--- config.mk ---
export PLATFORM = sky130hd
export DESIGN_NAME = riac_top
export DESIGN_NICKNAME = d
export VERILOG_FILES = /design/src/verilog/riac_top.v /design/src/verilog/riac_phase_acc.v
export VERILOG_INCLUDE_DIRS = /design/src /design/src/verilog
export SDC_FILE = /design/constraint.sdc
export NUM_CORES = 1
export LEC_CHECK = 0
export BUFFER_PORTS_ARGS = -buffer_cell sky130_fd_sc_hd__buf_2
export CAP_MARGIN = 0
export CORE_MARGIN = 2
export CORE_UTILIZATION = 49
export CTS_BUF_LIST = sky130_fd_sc_hd__clkbuf_8
export DETAILED_ROUTE_END_ITERATION = 6
export PLACE_DENSITY = 0.74
export SLEW_MARGIN = 40
export SYNTH_ARGS = -nofsm -noshare
export SYNTH_HDL_FRONTEND = slang
export SYNTH_SLANG_ARGS = --single-unit
--- constraint.sdc ---
create_clock -name clk_i -period 9.5 [get_ports clk_i]
set_clock_uncertainty 0.1 [all_clocks]
set_input_delay 0.95 -clock clk_i [delete_from_list [all_inputs] [get_ports clk_i]]
set_output_delay 0.95 -clock clk_i [all_outputs]
set_load 0.02 [all_outputs]
--- src/verilog/riac_consts.vh ---
// Constants of the reference input action control bank.
// Assumes inclusion by bare name from the design files; definitions only.
`ifndef RIAC_CONSTS_VH
`define RIAC_CONSTS_VH
// Printed offsets are not byte addresses: they are word indices.
`define RIAC_IDX_AB_CLR      12'h0A08
`define RIAC_IDX_BB_CLR      12'h0A09
`define RIAC_IDX_CC_CLR      12'h0A0A
`define RIAC_IDX_DD_CLR      12'h0A0B
`define RIAC_IDX_PHASE_CTL   12'h0A0C
`define RIAC_IDX_PROF_START  12'h0A0D
`define RIAC_IDX_FORCE_TO    12'h0A0E
`define RIAC_IDX_MON_OVR     12'h0A0F
`define RIAC_IDX_MON_BYP     12'h0A10
`define RIAC_IDX_FLAG_STAT0  12'h0A20
`define RIAC_IDX_FLAG_STAT1  12'h0A21
`define RIAC_IDX_IRQ_STAT    12'h0A22
`define RIAC_IDX_IRQ_MASK    12'h0A23
`define RIAC_IDX_CLR_ALL     12'h0A24
`define RIAC_IDX_PH_LO       12'h0A25
`define RIAC_IDX_PH_HI       12'h0A26
`define RIAC_IDX_STEP_LO     12'h0A27
`define RIAC_IDX_STEP_HI     12'h0A28
`define RIAC_PHASE_ZERO_BIT  2
`define RIAC_PHASE_DEC_BIT   1
`define RIAC_PHASE_INC_BIT   0
`define RIAC_CLR_ALL_BIT     0
`define RIAC_ZERO8           8'h00
`define RIAC_ZERO16          16'h0000
`define RIAC_ZERO32          32'h0000_0000
`define RIAC_ONES32          32'hFFFF_FFFF
`define RIAC_STEP_RESET      16'h0000
`define RIAC_NUM_EVT         4
`endif

--- src/verilog/riac_top.v ---
// Reference input action control bank: flag clears, phase offset steps,
// profile start and timeout strobes, monitor override and bypass bits.
// Assumes a classic Wishbone master on clk_i; event inputs are pins.
//
// The Wishbone slave port was decided locally.
`timescale 1ns/1ps
`include "riac_consts.vh"
module riac_top (
   input  wire        clk_i,
   input  wire        rst_i,
   input  wire        ce_i,
   input  wire        cyc_i,
   input  wire        stb_i,
   input  wire        we_i,
   input  wire [3:0]  sel_i,
   input  wire [15:0] adr_i,
   input  wire [31:0] dat_i,
   output reg  [31:0] dat_o,
   output reg         ack_o,
   input  wire [31:0] ref_evt_i,
   input  wire [31:0] ref_evt_mask_i,
   input  wire [7:0]  mon_fault_i,
   output reg  [7:0]  mon_fault_o,
   output reg  [7:0]  mon_bypass_o,
   output reg  [7:0]  prof_start_o,
   output reg  [7:0]  force_timeout_o,
   output reg  [15:0] phase_offset_o,
   output reg         irq_o
);
   // ==========================================================
   // Input synchronisers
   // ==========================================================
   // Event inputs arrive as pins; each is a pulse or level from the monitors.
   reg  [31:0] evt_s1_q;
   reg  [31:0] evt_s2_q;
   reg  [31:0] evt_prev_q;
   reg  [31:0] emask_s1_q;
   reg  [31:0] emask_s2_q;
   reg  [7:0]  flt_s1_q;
   reg  [7:0]  flt_s2_q;
   wire [31:0] evt_rise = evt_s2_q & ~evt_prev_q & ~emask_s2_q;

   always @(posedge clk_i) begin
      if (rst_i) begin
         evt_s1_q   <= `RIAC_ZERO32;
         evt_s2_q   <= `RIAC_ZERO32;
         evt_prev_q <= `RIAC_ZERO32;
         emask_s1_q <= `RIAC_ONES32;
         emask_s2_q <= `RIAC_ONES32;
         flt_s1_q   <= `RIAC_ZERO8;
         flt_s2_q   <= `RIAC_ZERO8;
      end else if (ce_i) begin
         evt_s1_q   <= ref_evt_i;
         evt_s2_q   <= evt_s1_q;
         evt_prev_q <= evt_s2_q;
         emask_s1_q <= ref_evt_mask_i;
         emask_s2_q <= emask_s1_q;
         flt_s1_q   <= mon_fault_i;
         flt_s2_q   <= flt_s1_q;
      end
   end

   // ==========================================================
   // Bus decode
   // ==========================================================
   function [11:0] word_idx;
      input [15:0] adr;
      begin
         word_idx = adr[13:2];
      end
   endfunction

   wire        req    = cyc_i & stb_i & ~ack_o;
   wire        wr     = req & we_i & sel_i[0];
   wire [11:0] idx    = word_idx(adr_i);
   wire [7:0]  wb     = dat_i[7:0];
   wire [15:0] wb16   = dat_i[15:0];

   // Write-one strobes exist only in the cycle the write is taken.
   wire [31:0] clr_w;
   assign clr_w[7:0]   = (wr && idx == `RIAC_IDX_AB_CLR) ? wb : `RIAC_ZERO8;
   assign clr_w[15:8]  = (wr && idx == `RIAC_IDX_BB_CLR) ? wb : `RIAC_ZERO8;
   assign clr_w[23:16] = (wr && idx == `RIAC_IDX_CC_CLR) ? wb : `RIAC_ZERO8;
   assign clr_w[31:24] = (wr && idx == `RIAC_IDX_DD_CLR) ? wb : `RIAC_ZERO8;
   wire clr_all = wr && idx == `RIAC_IDX_CLR_ALL && wb[`RIAC_CLR_ALL_BIT];
   wire ph_wr   = wr && idx == `RIAC_IDX_PHASE_CTL;
   wire [15:0] phase_now;

   // ==========================================================
   // Registers
   // ==========================================================
   reg  [31:0] flag_q;
   reg  [7:0]  ovr_q;
   reg  [7:0]  byp_q;
   reg  [15:0] step_q;
   reg  [7:0]  irq_stat_q;
   reg  [7:0]  irq_mask_q;
   wire [31:0] flag_d = (flag_q & ~clr_w & {32{~clr_all}}) | evt_rise;
   // Local events: a flag newly set, per reference group of the eight.
   wire [7:0]  flag_evt;
   assign flag_evt = {|evt_rise[31:28], |evt_rise[27:24], |evt_rise[23:20],
                      |evt_rise[19:16], |evt_rise[15:12], |evt_rise[11:8],
                      |evt_rise[7:4],   |evt_rise[3:0]};
   wire irq_clr_wr = wr && idx == `RIAC_IDX_IRQ_STAT;

   always @(posedge clk_i) begin
      if (rst_i) begin
         flag_q          <= `RIAC_ZERO32;
         ovr_q           <= `RIAC_ZERO8;
         byp_q           <= `RIAC_ZERO8;
         step_q          <= `RIAC_STEP_RESET;
         irq_stat_q      <= `RIAC_ZERO8;
         irq_mask_q      <= `RIAC_ZERO8;
         prof_start_o    <= `RIAC_ZERO8;
         force_timeout_o <= `RIAC_ZERO8;
      end else if (ce_i) begin
         flag_q <= flag_d;
         // Set wins over a simultaneous write-one clear.
         irq_stat_q <= (irq_stat_q & ~(irq_clr_wr ? wb : `RIAC_ZERO8)) | flag_evt;
         // Strobes last one cycle; a zero written starts nothing.
         prof_start_o    <= (wr && idx == `RIAC_IDX_PROF_START) ? wb : `RIAC_ZERO8;
         force_timeout_o <= (wr && idx == `RIAC_IDX_FORCE_TO) ? wb : `RIAC_ZERO8;
         if (wr && idx == `RIAC_IDX_MON_OVR) begin
            ovr_q <= wb;
         end
         if (wr && idx == `RIAC_IDX_MON_BYP) begin
            byp_q <= wb;
         end
         if (wr && idx == `RIAC_IDX_IRQ_MASK) begin
            irq_mask_q <= wb;
         end
         if (wr && idx == `RIAC_IDX_STEP_LO) begin
            step_q[7:0] <= wb;
         end
         if (wr && idx == `RIAC_IDX_STEP_HI) begin
            step_q[15:8] <= wb;
         end
      end
   end

   // ==========================================================
   // Phase offset accumulator
   // ==========================================================
   riac_phase_acc u_acc (
      .clk_i    (clk_i),
      .rst_i    (rst_i),
      .ce_i     (ce_i),
      .zero_i   (ph_wr & wb[`RIAC_PHASE_ZERO_BIT]),
      .dec_i    (ph_wr & wb[`RIAC_PHASE_DEC_BIT]),
      .inc_i    (ph_wr & wb[`RIAC_PHASE_INC_BIT]),
      .step_i   (step_q),
      .offset_o (phase_now)
   );

   // ==========================================================
   // Read mux and outputs
   // ==========================================================
   reg [31:0] rd_d;
   always @* begin
      rd_d = `RIAC_ZERO32;
      case (idx)
         `RIAC_IDX_MON_OVR:    rd_d = {24'h00_0000, ovr_q};
         `RIAC_IDX_MON_BYP:    rd_d = {24'h00_0000, byp_q};
         `RIAC_IDX_FLAG_STAT0: rd_d = {16'h0000, flag_q[15:0]};
         `RIAC_IDX_FLAG_STAT1: rd_d = {16'h0000, flag_q[31:16]};
         `RIAC_IDX_IRQ_STAT:   rd_d = {24'h00_0000, irq_stat_q};
         `RIAC_IDX_IRQ_MASK:   rd_d = {24'h00_0000, irq_mask_q};
         `RIAC_IDX_PH_LO:      rd_d = {24'h00_0000, phase_now[7:0]};
         `RIAC_IDX_PH_HI:      rd_d = {24'h00_0000, phase_now[15:8]};
         `RIAC_IDX_STEP_LO:    rd_d = {24'h00_0000, step_q[7:0]};
         `RIAC_IDX_STEP_HI:    rd_d = {24'h00_0000, step_q[15:8]};
         default:              rd_d = `RIAC_ZERO32;
      endcase
   end

   always @(posedge clk_i) begin
      if (rst_i) begin
         dat_o          <= `RIAC_ZERO32;
         ack_o          <= 1'b0;
         mon_fault_o    <= `RIAC_ZERO8;
         mon_bypass_o   <= `RIAC_ZERO8;
         phase_offset_o <= `RIAC_ZERO16;
         irq_o          <= 1'b0;
      end else if (ce_i) begin
         ack_o          <= req;
         dat_o          <= (req && !we_i) ? rd_d : `RIAC_ZERO32;
         mon_fault_o    <= flt_s2_q & ~ovr_q & ~byp_q;
         mon_bypass_o   <= byp_q;
         phase_offset_o <= phase_now;
         irq_o          <= |(irq_stat_q & ~irq_mask_q);
      end
   end
endmodule

--- src/verilog/riac_phase_acc.v ---
// Incremental phase offset accumulator stepped by one-cycle strobes.
// Assumes the strobes come from logic on the same clock; zero beats step.
`timescale 1ns/1ps
`include "riac_consts.vh"
module riac_phase_acc (
   input  wire        clk_i,
   input  wire        rst_i,
   input  wire        ce_i,
   input  wire        zero_i,
   input  wire        dec_i,
   input  wire        inc_i,
   input  wire [15:0] step_i,
   output reg  [15:0] offset_o
);
   always @(posedge clk_i) begin
      if (rst_i) begin
         offset_o <= `RIAC_ZERO16;
      end else if (ce_i) begin
         if (zero_i) begin
            offset_o <= `RIAC_ZERO16;
         end else if (inc_i && !dec_i) begin
            offset_o <= offset_o + step_i;
         end else if (dec_i && !inc_i) begin
            offset_o <= offset_o - step_i;
         end
      end
   end
endmodule

======== Yosys cells after proc, flatten, opt, wreduce, memory -nomap -nowiden ========
Index checks and enable logic that the tools add are counted.
storage, ports and cells
  register bits after elaboration ......... 354
  input port bits ......................... 130
  output and inout bits ................... 82
  word-level logic and storage cells ...... 118
cells by class
  add/sub/neg operators ................... 2
  equal/unequal tests ..................... 18
  muxes and demuxes ....................... 12
  bitwise operators ....................... 26
  reductions and logical operators ........ 37
operators with widths
  kind                                          count
  equality test 12 bit (second input constant)  18
  case mux 16 bit (10 select lines)             1
  bitwise AND 32 bit                            4
  inverter 32 bit                               3
  two-way mux 8 bit                             7
  two-way mux 16 bit                            3
  bitwise AND 8 bit                             4
  two-way mux 32 bit                            1
  inverter 8 bit                                4
  OR 32 bit                                     1
  OR reduction 4 bit                            8
  logical AND 1 bit                             18
  adder 16 bit                                  1
  subtractor 16 bit                             1
  AND reduction 2 bit                           6
  OR 8 bit                                      1
  OR reduction 8 bit                            1
  bitwise AND 1 bit                             7
  logical NOT 1 bit                             3
  nonzero test 3 bit                            1
  inverter 1 bit                                2

======== Depth between registers and ports, before layout ========
Gate-level depths: netlist of run 1.
  depth after elaboration ................. 11
  depth in mapped cells ................... 16
  mapped depth without buffers ............ 14

======== Modules after synthesis ========
From an unflattened synthesis of run 1, not the netlist that was laid out.
second synthesis, totals
  cells, all modules ...................... 1569
  area total of the unflattened synthesis .. 14800.4 sq um
modules (own cells, without submodules)
  module          instances  cells an instance  area an instance (sq um)  seq. area each (sq um)
  riac_top        1          1367               13166.4                   6446.2
  riac_phase_acc  1          202                1634.1                    320.3

======== Worst setup path after synthesis of run 1 ========
OpenSTA, ideal clock, no wires.
  kind .................................... input to register
  start point ............................. input adr_i[9]
  end point ............................... register u_acc.offset_o[11]
  setup time .............................. 0.133 ns
  arrival ................................. 4.222 ns
  data required time ...................... 9.267 ns
  path slack .............................. 5.046 ns
  cell stages on the path ................. 16
  path buffers ............................ 2
  path through ............................ nor4b_4 -> nand4_1 -> buf_2 -> nor2_1 -> and3_1 -> ha_1 -> clkbuf_1 -> nor2_1 -> xor2_1 -> ha_1 -> a21o_1 -> a221o_1 -> a21o_1 -> a21bo_2 -> xnor2_1 -> o21ai_0
on the way
  longest elaborated chain between the ends .. 7
  elaborated cells on any way between the ends .. 13
  those cells by class .................... 1 x eq/ne; 2 x mux; 3 x bitwise; 7 x reduce/logical
ends and longest elaborated chain
  element                                                                     RTL line                                  source
  start, declared                                                             riac_top.v:16                             input wire [15:0] adr_i,
  equality test 12 bit (no line) *                                            -
  logical AND 1 bit (no line) *                                               -
  bitwise AND 1 bit, on equally long branches                                 riac_top.v:150, riac_top.v:149
  logical NOT 1 bit, on equally long branches                                 riac_phase_acc.v:23, riac_phase_acc.v:21
  logical AND 1 bit, on equally long branches                                 riac_phase_acc.v:23, riac_phase_acc.v:21
  nonzero test 3 bit (no line) / two-way mux 16 bit (equally long branches)   -
  AND reduction 2 bit (no line) / two-way mux 16 bit (equally long branches)  -
  end signal, assigned                                                        riac_phase_acc.v:20                       offset_o <= `RIAC_ZERO16;
  end signal, assigned                                                        riac_phase_acc.v:22                       offset_o <= offset_o + step_i;
  end signal, assigned                                                        riac_phase_acc.v:24                       offset_o <= offset_o - step_i;
  end, declared                                                               riac_phase_acc.v:13                       output reg [15:0] offset_o
Mark *: on every way between the ends. The rest lies on a longest branch, timed or not.
A chain may end at the register's enable or synchronous reset.

======== Worst setup path after layout of run 1 ========
  start point ............................. input adr_i[9]
  end point ............................... register u_acc.offset_o[12]
Same word-level chain as after synthesis.

==> results of run 1 <==
==> power breakdown <==
group	internal (mW)	total [mW]	switching, mW
Combinational	0.0790	0.195	0.116
Clock	0.695	1.27	0.577
Sequential	1.46	1.48	0.0208
Total	2.23	2.95	0.714
==> sequential cells by signal, indices dropped and copies added, names as in the netlist, 16 cells and up <==
name,cells
dat_o,16
evt_prev_q,32
step_q,16
emask_s1_q,32
evt_s2_q,32
emask_s2_q,32
u_acc.offset_o,16
evt_s1_q,32
phase_offset_o,16
flag_q,32
==> layer usage <==
metal | up-vias | GRT usage (%)
li1 | 5747 | -
met1 | 5506 | 33.2
met2 | 366 | 36.8
met3 | 57 | 4.01
met4 | 2 | 6.01
met5 | - | 0
==> worst reg2reg max path, stage by stage (launching register included) <==
cell      delay [ns]
dfxtp_1         0.31
and3b_1         0.37
nand4_1         0.68
nor2_1          0.44
and3_1          0.20
ha_1            0.50
nor2_1          0.13
xnor2_1         0.24
ha_1            0.30
a21o_1          0.18
a22oi_1         0.16
a21boi_0        0.59
o21ai_0         0.24
xnor2_1         0.17
o21ai_0         0.08
==> final timing paths <==
kind / from / end / slack (ns) / depth (start not counted)
min: emask_s1_q[30] / emask_s2_q[30] / 0.32 / 1
min reg2reg: emask_s1_q[30] / emask_s2_q[30] / 0.32 / 1
max: adr_i[9] / u_acc.offset_o[12] / 4.38 / 15
max reg2reg: ack_o / u_acc.offset_o[12] / 4.70 / 14
==> area by class of cell <==
class                           count  area (um^2)
Timing Repair Buffer              171          953
Clock inverter                     30          184
Sequential cell                   338         6770
Fill cell                        2694        12800
Multi-Input combinational cell   1107         7500
Inverter                           24         90.1
Clock buffer                       70          963
Tap cell                          390          488
==> per-stage QoR <==
| stage | cell area, um^2 | setup slack, ns | util [%] | hold WS (ns) | std cells |
|---|---|---|---|---|---|
| finish | 16900 | 4.38 | 57.0 | 0.324 | 2130 |
| detailed placement | 15800 | 3.93 | 53.1 | 0.337 | 2030 |
| global placement | 15700 | 3.99 | 52.8 | 0.336 | 2028 |
| floorplan | 14900 | 5.05 | - | 0.327 | 1590 |
| CTS | 16900 | 4.51 | 57.0 | 0.321 | 2130 |
| global route | 16900 | 4.15 | 57.0 | 0.327 | 2130 |
==> kinds of logic (layout without fill, tap and decap cells) <==
family | after synthesis | in the layout
AND/OR/NAND/NOR | 572 | 572
flip-flops | 338 | 338
AO/OA/AOI/OAI | 263 | 263
multiplexers | 208 | 208
buffers and inverters | 145 | 295
XOR/XNOR | 27 | 27
adder cells (fa/ha/maj) | 21 | 21
other | 1 | 16
==> cells in the final DEF, fill, tap and decap left out, types with 6 or more instances in the layout <==
cell	synthesis	routed
clkinv_2	0	6
o41ai_1	6	6
nand2b_1	6	6
nor3b_1	38	37
a32oi_1	29	29
buf_2	24	162
a21oi_1	54	54
xor2_1	15	15
a31oi_1	11	11
nor2_1	280	279
mux2i_1	205	205
nor2b_1	88	85
a21o_1	9	9
a211o_1	65	65
nor3_2	7	7
nor3_1	11	11
ha_1	20	20
xnor2_1	12	12
conb_1	1	16
inv_1	24	44
clkbuf_8	0	70
and2_1	14	14
nand2_1	80	80
nand3_1	8	8
a22oi_1	10	10
o21ai_0	34	34
dfxtp_1	338	338
==> flow_summary.yaml, run 1 <==
synth:
  netlist_area_um2: 14800
  ys_seq_area_share_pct: 45.6
  netlist_instances: 1575
  post_synth.cell_area_avg_um2: 9.41
  synthXorXnorAreaFrac_pct: 1.60
  synthFlopType: "dfxtp_1"
  async_flop_share_pct: 0
  synth.most_common_cell: "dfxtp_1"
  synth_top_area_share_pct: 45.6
  synth_edf_count: 0
  synth_mux_area_share_pct: 14.1
  synth_compound_area_share_pct: 13.0
  synthAdderAreaFrac_pct: 1.82
  synth_seq_cells: 338
  yosys-top-cells-area: "dfxtp_1 46%, mux2i_1 14%, nor2_1 7.1%, a211o_1 3.8%, nor2b_1 3.7%"
  synth_common_cells: "338 x dfxtp_1, 280 x nor2_1, 205 x mux2i_1"
  synth_top_family_by_area: "simple AND/OR/NAND/NOR gates"
  yosys_warnings: 0
  netlist-cell-type-count: 70
  synth_simple_gate_area_share_pct: 19.4
  yosys.area.top_type: "dfxtp_1"
run_status:
  status: "completed"
clocking:
  cts_max_level: 2
  cts_tree: "done"
  ctsHoldBuffers: 0
  cts_resized: 0
  clockBufferDepth: 3
  clk_pin_slew_ns: 0.06
  numCtsBuffers: 56
  clk_latency_ns: 0.61
  clock-root-buffer: "clkbuf_8"
  cts_num_sinks: 338
  post_cts_buffers: 0
detailed_routing:
  via_count: 11678
  drcViolationCount: 0
  dr_wl_met2_um: 16600
  drtPass1Iterations: 5
  wl_per_cell_um: 17.5
  drtIter0Drc: 941
  ant_nets: 0
  top_layer: "met5"
  wl_met1_um: 17600
  drt_wl_total_um: 37300
  vias_per_cell: 5.48
  dr_wl_met3_um: 2430
power_and_ir_drop:
  power_mw: 2.95
  p_leak_nw: 7.20
  vdd_drop_max_mv: 0.165
  power.density_nw_per_um2: 174
place:
  dpl.hpwl_um: 25900
  io_buffers: 164
  place_congestion: 0.911
timing:
  fin_crit_ns: 5.12
  rsz0062_at_grt: "no"
  slew_headroom_pct: 43.3
  maxSlewViolCount: 0
  max_slew.worst_pin.slew_ns: 0.849
  finalSetupViolCount: 0
  hold_viol: 0
  fin_setup_tns_ns: 0
  fmax_ghz: 0.195
  fin_crit_sh_pct: 53.9
worst_setup_path:
  path_class: "input pin to register"
  critPathArrivalTime_ns: 5.49
  critical-path-max-stage-delay_ns: 0.74
  start_kind: "input pin"
  crit_chain: "buf_2 -> nor4b_4 -> nand4_1 -> nor2_1 -> and3_1 -> ha_1 -> nor2_1 -> xnor2_1 -> ha_1 -> a21o_1 -> a22oi_1 -> a21boi_0 -> o21ai_0 -> xnor2_1 -> o21ai_0"
  path_max_fanout: 15
  cp_top_family: "simple AND/OR/NAND/NOR gates"
  required_ns: 9.88
  slowest_stage: "nand4_1"
  critPathBufInv: 1
  cp-end-kind: "register"
run:
  cap_viol_max_count: 0
die:
  core_area_um2: 29700
  start_util_pct: 49.9
  row_count: 63
  die_x_um: 178
  die_y_um: 178
  die_area_um2: 31700
  ios: 212
global_route:
  grt_pass1_vias: 10876
  antenna_found_initial: 1
  grt_overflow: 0
  grt_max_degree: 138
  grt_pass1_wl_um: 58700
  grt_usage_pct: 23.4
cells_and_area:
  antenna_cells: 0
  syn_to_final_growth_pct: 14.3
  drive_gt1_share_pct: 16.3
  fin_nets: 1849
min_path:
  worstHoldPathType: "register to register"
Power figures use the tool's default switching activity.
==> run 2: changes to the inputs <==
==> constraint.sdc (replaced) <==
create_clock -name clk_i -period 4.9 [get_ports clk_i]
set_clock_uncertainty 0.1 [all_clocks]
set_input_delay 0.49 -clock clk_i [delete_from_list [all_inputs] [get_ports clk_i]]
set_output_delay 0.49 -clock clk_i [all_outputs]
set_load 0.02 [all_outputs]
==> flow_summary.yaml, run 2 (same netlist as run 1, synthesis figures left out) <==
run_status:
  status: "completed"
clocking:
  clk_pin_slew_ns: 0.06
  clock-root-buffer: "clkbuf_8"
  numCtsBuffers: 56
  cts_max_level: 2
  cts_resized: 0
  clockBufferDepth: 3
  cts_num_sinks: 338
  clk_latency_ns: 0.61
  cts_tree: "done"
power_and_ir_drop:
  power.density_nw_per_um2: 327
  pwr-share-comb_pct: 7.2
  vdd_drop_max_mv: 0.254
  p_leak_nw: 7.37
  p_clk_share_pct: 42.2
  power_mw: 5.66
  p_sw_share_pct: 24.5
  seqPwrFrac_pct: 50.6
  power_switching_mw: 1.39
  p_int_mw: 4.28
cells_and_area:
  post-route-util_pct: 58.3
  layout_common_cells: "338 x dfxtp_1, 279 x nor2_1, 205 x mux2i_1"
  fin_nets: 1894
  syn_to_final_growth_pct: 17.0
  final_area_um2: 17300
  drive_gt1_share_pct: 15.9
  layout_commonest_cell: "dfxtp_1"
  num-fill-cells: 2604
run:
  cap_viol_max_count: 0
global_route:
  grt_usage_pct: 23.9
  grt_max_degree: 218
  antenna_found_initial: 1
  grt_pass1_vias: 11094
  grt_pass1_wl_um: 60000
  grt_overflow: 0
worst_setup_path:
  critical-path-max-stage-delay_ns: 0.54
  start_kind: "register"
  crit_chain: "and3b_1 -> nand4_1 -> nor2_1 -> and3_1 -> ha_1 -> a21oi_1 -> xor2_1 -> ha_1 -> and3_1 -> a22oi_1 -> a21boi_0 -> o21ai_0 -> xnor2_1 -> o21ai_0"
  reg2reg_depth: 14
  critPathArrivalTime_ns: 4.38
  slowest_stage: "a21boi_0"
  required_ns: 5.26
  cp-end-kind: "register"
  path_class: "register to register"
  path_max_fanout: 15
timing:
  hold_viol: 0
  max_slew.worst_pin.slew_ns: 0.861
  fmax_ghz: 0.249
  fin_crit_ns: 4.02
  fin_ws_ns: 0.884
  finalSetupViolCount: 0
  slew_headroom_pct: 42.5
  fin_setup_tns_ns: 0
  maxSlewViolCount: 0
  fin_crit_sh_pct: 82.0
  rsz0062_at_grt: "no"
die:
  core_area_um2: 29700
  start_util_pct: 49.9
  die_x_um: 178
  die_y_um: 178
  row_count: 63
  die_area_um2: 31700
  ios: 212
place:
  preCtsSetupSlack_ns: 0.523
  placed_area_um2: 15800
  dpl.hpwl_um: 25900
  place_congestion: 0.908
  io_buffers: 164
min_path:
  worstHoldPathType: "input pin to register"
  hold_depth: 3
detailed_routing:
  ant_nets: 0
  vias_per_cell: 5.48
  drcViolationCount: 0
  via_count: 11920
  drt_wl_total_um: 38300
  drtIter0Drc: 1066
  wl_per_cell_um: 17.6
  drtPass1Iterations: 6
-- run 2: cell types whose count changed in the layout (fill, tap and decap cells not counted), moves of 2 or more --
cell / change
dlygate4sd3_1: +42
clkinv_2: -3
buf_4: +4
inv_1: +5
diode_2: +2
-- run 2: critical path: cells and delay by family (launching register included) --
kind,cells,cell delay [ns]
and+or+nand+nor,5,1.13
AOI/OAI and AO/OA,5,1.10
adders and majority gates,2,0.87
xor gates and xnor gates,2,0.36
DFF,1,0.32
-- run 2: cell type report --
class,count,area (um^2),area share (%)
multi-input combinational,1107,7510,43.3
sequential,338,6770,39.0
timing repair buffer,216,1380,7.94
clock buffer,69,950,5.48
tap,390,488,2.81
clock inverter,31,153,0.880
inverter,24,90.1,0.520
antenna,2,5.00,0.0289
-- run 2: power groups by stage --
stage	clock, mW	combinational, mW	sequential (mW)
finish	2.39	0.406	2.87
global route	2.57	0.443	2.87
CTS	2.44	0.399	2.87
detailed placement	0	0.372	2.93
global placement	0	0.366	2.92
floorplan	0	0.278	2.92
-- run 2: repair_timing --
item                                   CTS  global route
endpoints found under the hold margin   41             1
hold buffers                            41             1
setup buffers                            0             0
-- run 2: final timing paths --
kind	startpoint	slack [ns]	to
min	ref_evt_i[20]	0.03	evt_s1_q[20]
min reg2reg	emask_s1_q[31]	0.35	emask_s2_q[31]
max	ack_o	0.88	u_acc.offset_o[12]
max reg2reg	ack_o	0.88	u_acc.offset_o[12]
-- run 2: metrics by stage --
step / hold slack, ns / instances
finish: 0.0260 / 2177
CTS: 0.000628 / 2173
global route: 0.0212 / 2176
global placement: 0.336 / 2032
floorplan: 0.327 / 1590
detailed placement: 0.342 / 2032
-- run 2: per-layer routing --
metal	share of wire [%]	wire length [um]	vias up	global-route usage, %
met5	0	0	-	0
li1	-	-	5839	-
met1	45	17300	5622	33.2
met4	2.5	941	0	7.68
met2	44	17000	391	36.8
met3	8.0	3050	68	5.44
==> run 3: changes to the inputs <==
==> constraint.sdc (replaced) <==
create_clock -name clk_i -period 3.8 [get_ports clk_i]
set_clock_uncertainty 0.1 [all_clocks]
set_input_delay 0.38 -clock clk_i [delete_from_list [all_inputs] [get_ports clk_i]]
set_output_delay 0.38 -clock clk_i [all_outputs]
set_load 0.02 [all_outputs]
==> flow_summary.yaml, run 3 (same netlist as run 1, synthesis figures left out) <==
min_path:
  holdPathEnd: "ovr_q[1]"
  worstHoldPathType: "input pin to register"
  hold_depth: 2
  hp-start: "rst_i"
die:
  die_y_um: 178
  die_area_um2: 31700
  start_util_pct: 49.9
  core_area_um2: 29700
  die_x_um: 178
  ios: 212
  row_count: 63
power_and_ir_drop:
  power.density_nw_per_um2: 412
  vdd_drop_max_mv: 0.355
  power_mw: 7.34
  p_leak_nw: 7.64
worst_setup_path:
  critPathArrivalTime_ns: 3.92
  start_kind: "register"
  cp-end-kind: "register"
  r2r-start: "ack_o"
  path_max_fanout: 8
  r2r_end: "u_acc.offset_o[11]"
  required_ns: 4.16
  reg2reg_depth: 13
  r2r_slack_ns: 0.24
  path_class: "register to register"
cells_and_area:
  antenna_cells: 0
  layout_commonest_cell: "dfxtp_1"
  final_cells: 2234
  fin_nets: 1953
  drive_gt1_share_pct: 16.9
  multiInputGateArea_um2: 7480
  post-route-util_pct: 60.0
  register_area_um2: 6770
  num-fill-cells: 2536
  layout_common_cells: "338 x dfxtp_1, 279 x nor2_1, 205 x mux2i_1"
  syn_to_final_growth_pct: 20.3
clocking:
  clock-root-buffer: "clkbuf_8"
  clk_pin_slew_ns: 0.06
  clk_latency_ns: 0.61
  cts_max_level: 2
  numCtsBuffers: 54
  clockBufferDepth: 3
  cts_tree: "done"
  cts_num_sinks: 338
detailed_routing:
  drt_wl_total_um: 40500
  ant_nets: 0
  wl_per_cell_um: 18.1
  drcViolationCount: 0
  via_count: 12316
  drtPass1Iterations: 5
  drtIter0Drc: 1091
  vias_per_cell: 5.51
run_status:
  status: "completed"
global_route:
  antenna_found_initial: 0
  grt_max_degree: 175
  grt_pass1_wl_um: 62500
  grt_pass1_vias: 11545
  grt_usage_pct: 25.3
  grt_overflow: 0
place:
  dp_cells: 2063
  dpl.hpwl_um: 26800
  io_buffers: 164
  place_congestion: 0.915
timing:
  fmax_ghz: 0.281
  finalSetupViolCount: 0
  fin_crit_sh_pct: 93.6
  slew_headroom_pct: 38.5
  fin_crit_ns: 3.56
  rsz0062_at_grt: "no"
  maxSlewViolCount: 0
  holdWs_ns: 0.0186
  hold_viol: 0
  max_slew.worst_pin.slew_ns: 0.921
run:
  cap_viol_max_count: 0
## run 3: stage by stage
step / setup TNS (ns) / setup WS, ns / area, um^2
2_1_floorplan: 0 / 0.0111 / 14900
3_3_place_gp: 0 / 0.0156 / 16000
3_5_place_dp: -0.105 / -0.0610 / 16000
4_1_cts: 0 / 0.153 / 17800
5_1_grt: 0 / 0.0399 / 17800
6_report: 0 / 0.244 / 17800
## run 3: layer usage
metal	track usage, %	part of all wire [%]	vias to the layer above
li1	-	-	5959
met1	33.7	45	5793
met2	40.6	45	466
met3	4.91	7.1	98
met4	8.98	3.2	0
met5	0	0	-
## run 3: worst max-delay path by stage
stage,from,end,slack (ns),depth (start not counted)
final,ack_o,u_acc.offset_o[11],0.24,13
after global routing,ack_o,u_acc.offset_o[11],0.04,13
after CTS,ack_o,u_acc.offset_o[11],0.15,13
after detailed placement,adr_i[9],u_acc.offset_o[11],-0.06,14
after global placement,adr_i[9],u_acc.offset_o[11],0.02,16
after floorplan,adr_i[9],u_acc.offset_o[11],0.01,16
## run 3: layout make-up
cell class / count / share of cell area, %
sequential: 338 / 37.9
inverter: 24 / 0.505
timing repair buffer: 277 / 10.8
clock inverter: 30 / 0.884
clock buffer: 68 / 5.25
tap: 390 / 2.74
multi-input combinational: 1107 / 41.9
## run 3: power by group
| part | internal [mW] | total [mW] | switching [mW] |
|---|---|---|---|
| Sequential | 3.64 | 3.70 | 0.0530 |
| Clock | 1.62 | 3.07 | 1.45 |
| Combinational | 0.255 | 0.572 | 0.317 |
## run 3: timing repair
item                       CTS  global route
hold buffers                72             0
buffers inserted             0             0
gates resized for setup      0             1
setup endpoints to repair    0             3
hold endpoints to repair    72             0
## run 3: worst max-delay path: stages (launching register included)
cell and delay, ns:
dfxtp_1 0.32, and3b_1 0.31, nand4_1 0.15, nor2_1 0.19
and3_1 0.19, ha_2 0.28, mux2_2 0.37, ha_1 0.28
a21o_1 0.22, a221o_1 0.34, a21o_1 0.22, a21bo_2 0.25
xnor2_1 0.13, o21ai_0 0.08
